$ cat config.mk
export PLATFORM = sky130hd
export DESIGN_NAME = fes_ctrl
export DESIGN_NICKNAME = d
export VERILOG_FILES = /design/src/fes_pkg.sv /design/src/fes_ctrl.sv
export SDC_FILE = /design/constraint.sdc
export NUM_CORES = 1
export LEC_CHECK = 0
export ABC_AREA = 0
export BUFFER_PORTS_ARGS = -buffer_cell sky130_fd_sc_hd__buf_4
export CAP_MARGIN = 10
export CORE_ASPECT_RATIO = 0.9
export CORE_UTILIZATION = 50
export CTS_CLUSTER_DIAMETER = 40
export DETAILED_ROUTE_END_ITERATION = 10
export GPL_TIMING_DRIVEN = 0
export PLACE_DENSITY_LB_ADDON = 0.15
export SYNTH_ARGS = -nofsm -noshare
export SYNTH_HDL_FRONTEND = slang
export SYNTH_SLANG_ARGS = --single-unit
$ cat constraint.sdc
create_clock -name ref_clk -period 8.3 [get_ports ref_clk]
set_input_delay 0.83 -clock ref_clk [delete_from_list [all_inputs] [get_ports ref_clk]]
set_output_delay 0.83 -clock ref_clk [all_outputs]
set_load 0.005 [all_outputs]
$ cat src/fes_pkg.sv
package fes_pkg;

  // ----------------------------------------
  // widths
  // ----------------------------------------
  localparam int ADDR_W = 21;
  localparam int DQ_W   = 16;
  localparam int CNT_W  = 8;

  // ----------------------------------------
  // software register map (word index)
  // ----------------------------------------
  localparam logic [2:0] REG_CTRL   = 3'h0;
  localparam logic [2:0] REG_ADDR   = 3'h1;
  localparam logic [2:0] REG_WDATA  = 3'h2;
  localparam logic [2:0] REG_STATUS = 3'h3;
  localparam logic [2:0] REG_RDATA  = 3'h4;
  localparam int CTRL_STOP_BIT  = 7;
  localparam int ST_BUSY_BIT    = 0;
  localparam int ST_DONE_BIT    = 1;
  localparam int ST_FAIL_BIT    = 2;
  localparam int ST_REJ_BIT     = 3;
  localparam int ST_RB_BIT      = 4;
  localparam int ST_WINPRE_BIT  = 5;
  localparam int ST_BYTE_LSB    = 8;

  // ----------------------------------------
  // device status bit positions
  // ----------------------------------------
  localparam int BIT_TOGGLE  = 6;
  localparam int BIT_TIMEOUT = 5;
  localparam int BIT_WINDOW  = 3;

  // ----------------------------------------
  // operations and command bytes
  // ----------------------------------------
  typedef enum logic [2:0] {
    OP_READ, OP_PROG, OP_SERASE, OP_CERASE, OP_ADDSEC, OP_RSTCMD, OP_POLL
  } fes_op_t;

  localparam logic [ADDR_W-1:0] UNLOCK_A1 = 21'h000555;
  localparam logic [ADDR_W-1:0] UNLOCK_A2 = 21'h0002AA;
  localparam logic [7:0] CMD_UNLK1  = 8'hAA;
  localparam logic [7:0] CMD_UNLK2  = 8'h55;
  localparam logic [7:0] CMD_PROG   = 8'hA0;
  localparam logic [7:0] CMD_ERASE  = 8'h80;
  localparam logic [7:0] CMD_SECTOR = 8'h30;
  localparam logic [7:0] CMD_CHIP   = 8'h10;
  localparam logic [7:0] CMD_RESET  = 8'hF0;

  // ----------------------------------------
  // bus timing
  // ----------------------------------------
  localparam int CLK_NS   = 4;
  localparam int T_WP_NS  = 35;
  localparam int T_WPH_NS = 20;
  localparam int T_ACC_NS = 100;
  localparam int T_OEH_NS = 20;
  localparam int SYNC_CYC = 2;
  localparam logic [CNT_W-1:0] WP_CYC  = CNT_W'((T_WP_NS + CLK_NS - 1) / CLK_NS);
  localparam logic [CNT_W-1:0] WPH_CYC = CNT_W'((T_WPH_NS + CLK_NS - 1) / CLK_NS);
  localparam logic [CNT_W-1:0] ACC_CYC = CNT_W'((T_ACC_NS + CLK_NS - 1) / CLK_NS + SYNC_CYC);
  localparam logic [CNT_W-1:0] OEH_CYC = CNT_W'((T_OEH_NS + CLK_NS - 1) / CLK_NS);

  // one step of a command sequence
  typedef struct packed {
    logic       rd;
    logic       last;
    logic       ua;
    logic       ud;
    logic       a2;
    logic [7:0] data;
  } fes_step_t;

endpackage

$ cat src/fes_ctrl.sv
// The implementer's own choices: the address map and the Avalon-MM interface to the registers.
`timescale 1ns/1ps

// Operation
// - window flag read before and after each added sector command.
// - status checked by at least two reads in a row.
// - with timeout high, re-check toggle; still toggling issues reset.
// - every poll start or restart begins with a fresh double read.
module fes_ctrl (
  // clock and reset
  input  wire logic                       ref_clk,
  input  wire logic                       rst,
  // avalon-mm slave
  input  wire logic [2:0]                 avs_address,
  input  wire logic                       avs_read,
  input  wire logic                       avs_write,
  input  wire logic [31:0]                avs_writedata,
  output logic      [31:0]                avs_readdata,
  output logic                            avs_waitrequest,
  // flash pins
  output logic      [fes_pkg::ADDR_W-1:0] flash_addr,
  output logic                            flash_ce_n,
  output logic                            flash_oe_n,
  output logic                            flash_we_n,
  input  wire logic [fes_pkg::DQ_W-1:0]   flash_dq_i,
  output logic      [fes_pkg::DQ_W-1:0]   flash_dq_o,
  output logic                            flash_dq_oe,
  input  wire logic                       ready_busy_output
);

  // ----------------------------------------
  // state
  // ----------------------------------------
  typedef enum logic [2:0] {
    S_IDLE, S_STEP, S_WR_LO, S_WR_HI, S_RD_LO, S_RD_HI, S_ADV
  } fes_st_t;

  typedef struct packed {
    fes_st_t                    st;
    fes_pkg::fes_op_t           op;
    logic [2:0]                 idx;
    logic [fes_pkg::CNT_W-1:0]  cnt;
    logic                       pollph;
    logic                       pair;
    logic                       recheck;
    logic                       busy;
    logic                       done;
    logic                       fail;
    logic                       rej;
    logic                       winpre;
    logic [fes_pkg::ADDR_W-1:0] uaddr;
    logic [fes_pkg::DQ_W-1:0]   wdata;
    logic [fes_pkg::DQ_W-1:0]   first;
    logic [fes_pkg::DQ_W-1:0]   last;
    logic [fes_pkg::DQ_W-1:0]   rdata;
    logic [fes_pkg::DQ_W-1:0]   dq_s1;
    logic [fes_pkg::DQ_W-1:0]   dq_s2;
    logic                       rb_s1;
    logic                       rb_s2;
    logic [fes_pkg::ADDR_W-1:0] addr;
    logic                       ce_n;
    logic                       oe_n;
    logic                       we_n;
    logic [fes_pkg::DQ_W-1:0]   dq_o;
    logic                       dq_oe;
    logic                       wq;
    logic [31:0]                rdbus;
  } fes_state_t;

  fes_state_t s_q;
  fes_state_t s_d;

  // ----------------------------------------
  // command sequence table
  // ----------------------------------------
  function automatic fes_pkg::fes_step_t seq_step(fes_pkg::fes_op_t op, logic [2:0] idx);
    fes_pkg::fes_step_t t;
    t = '0;
    t.a2 = idx[0];
    t.data = idx[0] ? fes_pkg::CMD_UNLK2 : fes_pkg::CMD_UNLK1;
    case (op)
      fes_pkg::OP_PROG: begin
        if (idx == 3'h2) t.data = fes_pkg::CMD_PROG;
        if (idx == 3'h3) begin
          t.last = 1'b1;
          t.ua = 1'b1;
          t.ud = 1'b1;
          t.a2 = 1'b0;
        end
      end
      fes_pkg::OP_SERASE, fes_pkg::OP_CERASE: begin
        if (idx == 3'h2) t.data = fes_pkg::CMD_ERASE;
        if (idx == 3'h5) begin
          t.last = 1'b1;
          t.a2 = 1'b0;
          t.ua = (op == fes_pkg::OP_SERASE);
          t.data = t.ua ? fes_pkg::CMD_SECTOR : fes_pkg::CMD_CHIP;
        end
      end
      fes_pkg::OP_ADDSEC: begin
        t.ua = 1'b1;
        t.a2 = 1'b0;
        t.rd = (idx != 3'h1);
        t.last = (idx == 3'h2);
        t.data = fes_pkg::CMD_SECTOR;
      end
      fes_pkg::OP_RSTCMD: begin
        t.last = 1'b1;
        t.a2 = 1'b0;
        t.data = fes_pkg::CMD_RESET;
      end
      default: begin
        t.rd = 1'b1;
        t.last = 1'b1;
        t.ua = 1'b1;
      end
    endcase
    return t;
  endfunction

  // ----------------------------------------
  // next state
  // ----------------------------------------
  always_comb begin
    fes_pkg::fes_step_t stp;
    stp = seq_step(s_q.op, s_q.idx);
    s_d = s_q;
    s_d.dq_s1 = flash_dq_i;
    s_d.dq_s2 = s_q.dq_s1;
    s_d.rb_s1 = ready_busy_output;
    s_d.rb_s2 = s_q.rb_s1;
    s_d.wq = 1'b1;
    if (s_q.cnt != '0) s_d.cnt = s_q.cnt - 1'b1;

    case (s_q.st)
      S_IDLE: begin
        s_d.cnt = '0;
      end
      S_STEP: begin
        s_d.ce_n = 1'b0;
        if (s_q.pollph || stp.rd) begin
          // status reads target the user address
          s_d.addr = s_q.uaddr;
          s_d.oe_n = 1'b0;
          s_d.cnt = fes_pkg::ACC_CYC;
          s_d.st = S_RD_LO;
        end else begin
          s_d.addr = stp.ua ? s_q.uaddr : (stp.a2 ? fes_pkg::UNLOCK_A2 : fes_pkg::UNLOCK_A1);
          s_d.dq_o = stp.ud ? s_q.wdata : {8'h00, stp.data};
          s_d.dq_oe = 1'b1;
          s_d.we_n = 1'b0;
          s_d.cnt = fes_pkg::WP_CYC;
          s_d.st = S_WR_LO;
        end
      end
      S_WR_LO: begin
        if (s_q.cnt == '0) begin
          s_d.we_n = 1'b1;
          s_d.ce_n = 1'b1;
          s_d.cnt = fes_pkg::WPH_CYC;
          s_d.st = S_WR_HI;
        end
      end
      S_WR_HI: begin
        if (s_q.cnt == '0) begin
          s_d.dq_oe = 1'b0;
          s_d.st = S_ADV;
        end
      end
      S_RD_LO: begin
        if (s_q.cnt == '0) begin
          s_d.last = s_q.dq_s2;
          // both strobes released so every read counts as new
          s_d.oe_n = 1'b1;
          s_d.ce_n = 1'b1;
          s_d.cnt = fes_pkg::OEH_CYC;
          s_d.st = S_RD_HI;
        end
      end
      S_RD_HI: begin
        if (s_q.cnt == '0) s_d.st = S_ADV;
      end
      S_ADV: begin
        s_d.st = S_STEP;
        if (s_q.pollph) begin
          if (!s_q.pair) begin
            s_d.first = s_q.last;
            s_d.pair = 1'b1;
          end else if (s_q.first[fes_pkg::BIT_TOGGLE] == s_q.last[fes_pkg::BIT_TOGGLE]) begin
            // steady toggle bit: operation over
            s_d.rdata = s_q.last;
            s_d.busy = 1'b0;
            s_d.done = 1'b1;
            s_d.pollph = 1'b0;
            s_d.st = S_IDLE;
          end else if (s_q.recheck) begin
            // locked in algorithm: reset command back to array reads
            s_d.fail = 1'b1;
            s_d.pollph = 1'b0;
            s_d.op = fes_pkg::OP_RSTCMD;
            s_d.idx = '0;
          end else begin
            // still toggling: new pair, which decides only if the timeout flag was seen
            s_d.recheck = s_q.last[fes_pkg::BIT_TIMEOUT];
            s_d.pair = 1'b0;
          end
        end else if (stp.last) begin
          if (stp.rd) s_d.rdata = s_q.last;
          if (s_q.op == fes_pkg::OP_ADDSEC) begin
            s_d.rej = s_q.last[fes_pkg::BIT_WINDOW];
          end
          if (s_q.op == fes_pkg::OP_PROG || s_q.op == fes_pkg::OP_SERASE ||
              s_q.op == fes_pkg::OP_CERASE) begin
            s_d.pollph = 1'b1;
            s_d.pair = 1'b0;
            s_d.recheck = 1'b0;
          end else begin
            s_d.busy = 1'b0;
            s_d.done = 1'b1;
            s_d.st = S_IDLE;
          end
        end else begin
          if (s_q.op == fes_pkg::OP_ADDSEC) begin
            s_d.winpre = s_q.last[fes_pkg::BIT_WINDOW];
          end
          s_d.idx = s_q.idx + 3'h1;
        end
      end
      default: s_d.st = S_IDLE;
    endcase

    // avalon slave: one wait cycle, write applied when waitrequest is low
    if (s_q.wq && (avs_read || avs_write)) begin
      s_d.wq = 1'b0;
      case (avs_address)
        fes_pkg::REG_ADDR:   s_d.rdbus = 32'(s_q.uaddr);
        fes_pkg::REG_WDATA:  s_d.rdbus = 32'(s_q.wdata);
        fes_pkg::REG_STATUS: begin
          s_d.rdbus = '0;
          s_d.rdbus[fes_pkg::ST_BUSY_BIT] = s_q.busy;
          s_d.rdbus[fes_pkg::ST_DONE_BIT] = s_q.done;
          s_d.rdbus[fes_pkg::ST_FAIL_BIT] = s_q.fail;
          s_d.rdbus[fes_pkg::ST_REJ_BIT] = s_q.rej;
          s_d.rdbus[fes_pkg::ST_RB_BIT] = s_q.rb_s2;
          s_d.rdbus[fes_pkg::ST_WINPRE_BIT] = s_q.winpre;
          s_d.rdbus[fes_pkg::ST_BYTE_LSB +: 8] = s_q.last[7:0];
        end
        fes_pkg::REG_RDATA:  s_d.rdbus = 32'(s_q.rdata);
        default:             s_d.rdbus = '0;
      endcase
    end
    if (!s_q.wq && avs_write) begin
      case (avs_address)
        fes_pkg::REG_CTRL: begin
          if (avs_writedata[fes_pkg::CTRL_STOP_BIT]) begin
            s_d.st = S_IDLE;
            s_d.busy = 1'b0;
            s_d.pollph = 1'b0;
            s_d.ce_n = 1'b1;
            s_d.oe_n = 1'b1;
            s_d.we_n = 1'b1;
            s_d.dq_oe = 1'b0;
          end else if (!s_q.busy && avs_writedata[2:0] <= 3'(fes_pkg::OP_POLL)) begin
            s_d.op = fes_pkg::fes_op_t'(avs_writedata[2:0]);
            s_d.idx = '0;
            s_d.busy = 1'b1;
            s_d.done = 1'b0;
            s_d.fail = 1'b0;
            s_d.rej = 1'b0;
            s_d.winpre = 1'b0;
            s_d.pollph = (avs_writedata[2:0] == 3'(fes_pkg::OP_POLL));
            s_d.pair = 1'b0;
            s_d.recheck = 1'b0;
            s_d.st = S_STEP;
          end
        end
        fes_pkg::REG_ADDR:  if (!s_q.busy) s_d.uaddr = avs_writedata[fes_pkg::ADDR_W-1:0];
        fes_pkg::REG_WDATA: if (!s_q.busy) s_d.wdata = avs_writedata[fes_pkg::DQ_W-1:0];
        default: ;
      endcase
    end
  end

  // ----------------------------------------
  // registers
  // ----------------------------------------
  always_ff @(posedge ref_clk or posedge rst) begin
    if (rst) begin
      s_q <= '0;
      s_q.st <= S_IDLE;
      s_q.op <= fes_pkg::OP_READ;
      s_q.ce_n <= 1'b1;
      s_q.oe_n <= 1'b1;
      s_q.we_n <= 1'b1;
      s_q.wq <= 1'b1;
    end else begin
      s_q <= s_d;
    end
  end

  // ----------------------------------------
  // outputs
  // ----------------------------------------
  assign avs_readdata    = s_q.rdbus;
  assign avs_waitrequest = s_q.wq;
  assign flash_addr      = s_q.addr;
  assign flash_ce_n      = s_q.ce_n;
  assign flash_oe_n      = s_q.oe_n;
  assign flash_we_n      = s_q.we_n;
  assign flash_dq_o      = s_q.dq_o;
  assign flash_dq_oe     = s_q.dq_oe;

endmodule

==> metrics.yaml <==
ios: 130
hold_depth: 0
dpl_cell_area_sq_um: 9890
cts.sinks: 192
m1WireLength_microns: 10300
clock_skew_ns: 0.0101
cts_root_buf: "clkbuf_16"
async_reset_ff_frac: 1.00
gr-total-overflow: 0
power.leakage_nw: 4.95
grt_pass1_wl_microns: 34100
ys.flop_type: "dfrtp_1"
cellPowerDensity_nw_per_um2: 326
fin_cells: 1105
fillers: 1368
avgSynthCellArea_sq_um: 12.1
drive_gt1_frac: 0.361
avgRoutedWirePerCell_microns: 19.5
route.met2.wl_microns: 9520
vias: 6163
dr_wl_met3_microns: 1320
ys_warn_count: 0
nets: 921
ff2ff_setup_slack_ns: 5.11
synth_top_area_frac: 0.540
syn_area_sq_um: 8720
tightestPinTransition_ns: 1.25
fmax_mhz: 314
synth_top_area_cell: "dfrtp_1"
clk_pin_slew_ns: 0.07
io_buffers: 107
finalCritPeriodShare: 0.384
hold_class: "flip-flop to flip-flop"
htree_num_levels: 4
cts_resized: 0
crit_arrival_ns: 3.53
critPathCaptureType: "flip-flop"
status: "complete, no violations"
dp_hpwl_microns: 16200
cts_setup_buffers: 0
synth_area_leaders: "dfrtp_1 (54%), mux2_2 (8.0%), buf_4 (5.9%)"
antenna_found_initial: 0
r2r_end: "flash_dq_o[6]$_DFFE_PP0P_"
crit_fanout: 10
syn_inst: 721
synth_edf_count: 0
start_util: 0.515
grt_max_degree: 116
dieWidth_microns: 141
hold_end: "s_q[80]$_DFF_PP0_"
finalCriticalPeriod_ns: 3.19
die_area_sq_um: 18000
gp_congestion: 0.871
cts_tree: "built"
hold_buffers: 0
rows: 45
clockBufferDepth: 2
ant_nets: 0
final_cell_area_sq_um: 10500
cp.required_ns: 8.64
tns_ns: 0
preCtsSetupSlack_ns: 5.23
r2r-start: "s_q[209]$_DFF_PP0_"
max_slew_margin: 0.148
grtUsageTotal: 0.255
syn_to_final_growth_pct: 20.3
holdWs_ns: 0.350
n_antenna_cell: 0
hold_path.startpoint: "s_d[80]$_DFF_PP0_"
insertion_delay_ns: 0.43
synth.distinct_cells: 73
highest_layer: "met4"
setup_viol: 0
synth_seq_cells: 192
drc: 0
fin_ws_ns: 5.11
r2r_cells: 7
drtIter0Drc: 546
ir_drop_mv: 0.174
seq_area_frac_synth: 0.552
critPathLaunchType: "flip-flop"
rsz0062_at_grt: "false"
cap_violations: 0
power_mw: 3.42
routed_wirelength_microns: 21600
drt_pass1_iterations: 5
critPathKind: "flip-flop to flip-flop"
die_height_microns: 127
final_util: 0.619
dp_cells: 1074
viasPerCell: 5.58
hold_violations: 0
cts_inserted_buffers: 17
grt_pass1_vias: 6069
maxSlewViolCount: 0
core_area_sq_um: 16900
-- worst max-delay path by stage --
stage	from	end	slack, ns	depth (start not counted)
after global placement	rst	s_q[201]$_DFF_PP0_	0.48	2
after floorplan	rst	avs_readdata[0]$_DFFE_PP0P_	2.25	1
after global routing	s_q[209]$_DFF_PP0_	flash_dq_o[6]$_DFFE_PP0P_	5.04	7
after detailed placement	s_q[209]$_DFF_PP0_	flash_dq_o[6]$_DFFE_PP0P_	5.23	7
final	s_q[209]$_DFF_PP0_	flash_dq_o[6]$_DFFE_PP0P_	5.11	7
after CTS	s_q[209]$_DFF_PP0_	flash_dq_o[6]$_DFFE_PP0P_	5.20	7
-- worst max-delay path, cell delays in order, from the launching register on --
cell	delay (ns)
dfrtp_1	0.38
clkbuf_1	0.42
inv_1	0.17
ha_1	0.30
mux2_2	0.29
a2111oi_0	1.08
o22ai_1	0.25
o21ai_0	0.21
-- where the power goes --
group	total [mW]	internal, mW	switching [mW]
combinational	1.12	0.607	0.515
sequential	1.47	1.22	0.252
clock	0.828	0.467	0.361
total	3.42	2.29	1.13
-- final cells by class --
type / instances / area, sq um / share of cell area
sequential: 192 / 4810 / 0.459
multi-input combinational: 415 / 3180 / 0.303
timing repair buffer: 108 / 831 / 0.0792
buffer: 112 / 723 / 0.0689
clock buffer: 19 / 453 / 0.0432
tap: 235 / 294 / 0.0280
clock inverter: 12 / 146 / 0.0140
inverter: 12 / 52.6 / 0.00501
-- cell usage after synthesis (all sizes together) (16+ instances only) --
library cell,count
a21oi,21
a22o,31
a22oi,16
buf,82
clkbuf,30
dfrtp,188
mux2,72
mux2i,16
nand2,42
nor2,26
o21ai,27
o22ai,16
-- metal layers --
metal | vias to the layer above | global-route usage
met4 | 0 | 0.0921
li1 | 2818 | -
met2 | 225 | 0.378
met1 | 3084 | 0.373
met3 | 36 | 0.0502
met5 | - | 0
-- cell families after synthesis --
group | share of synthesized area
flops | 0.552
xor+xnor | 0.00904
simple gates | 0.0819
mux | 0.116
other cells | 0.000430
compound gates | 0.143
buf+inv | 0.0881
fa+ha+maj | 0.0100
-- cells in the final DEF (no fill, tap or decap), types with 9 or more instances in the layout --
cell,n
a21oi_1,21
a22o_1,31
a22oi_1,16
buf_2,10
buf_4,176
clkbuf_1,30
clkbuf_16,17
conb_1,11
dfrtp_1,188
inv_1,11
mux2_2,62
mux2_4,10
mux2i_1,16
nand2_1,42
nand2b_1,9
nor2_1,26
o21ai_0,26
o22ai_1,16
-- registers in the layout, indices dropped and copies added, names as in the netlist --
signal           flops
avs_readdata        21
avs_waitrequest      1
flash_addr          21
flash_ce_n           1
flash_dq_o          16
flash_dq_oe          1
flash_oe_n           1
flash_we_n           1
s_d                 17
s_q                112
Note: power is estimated with default switching activity, not from simulation.
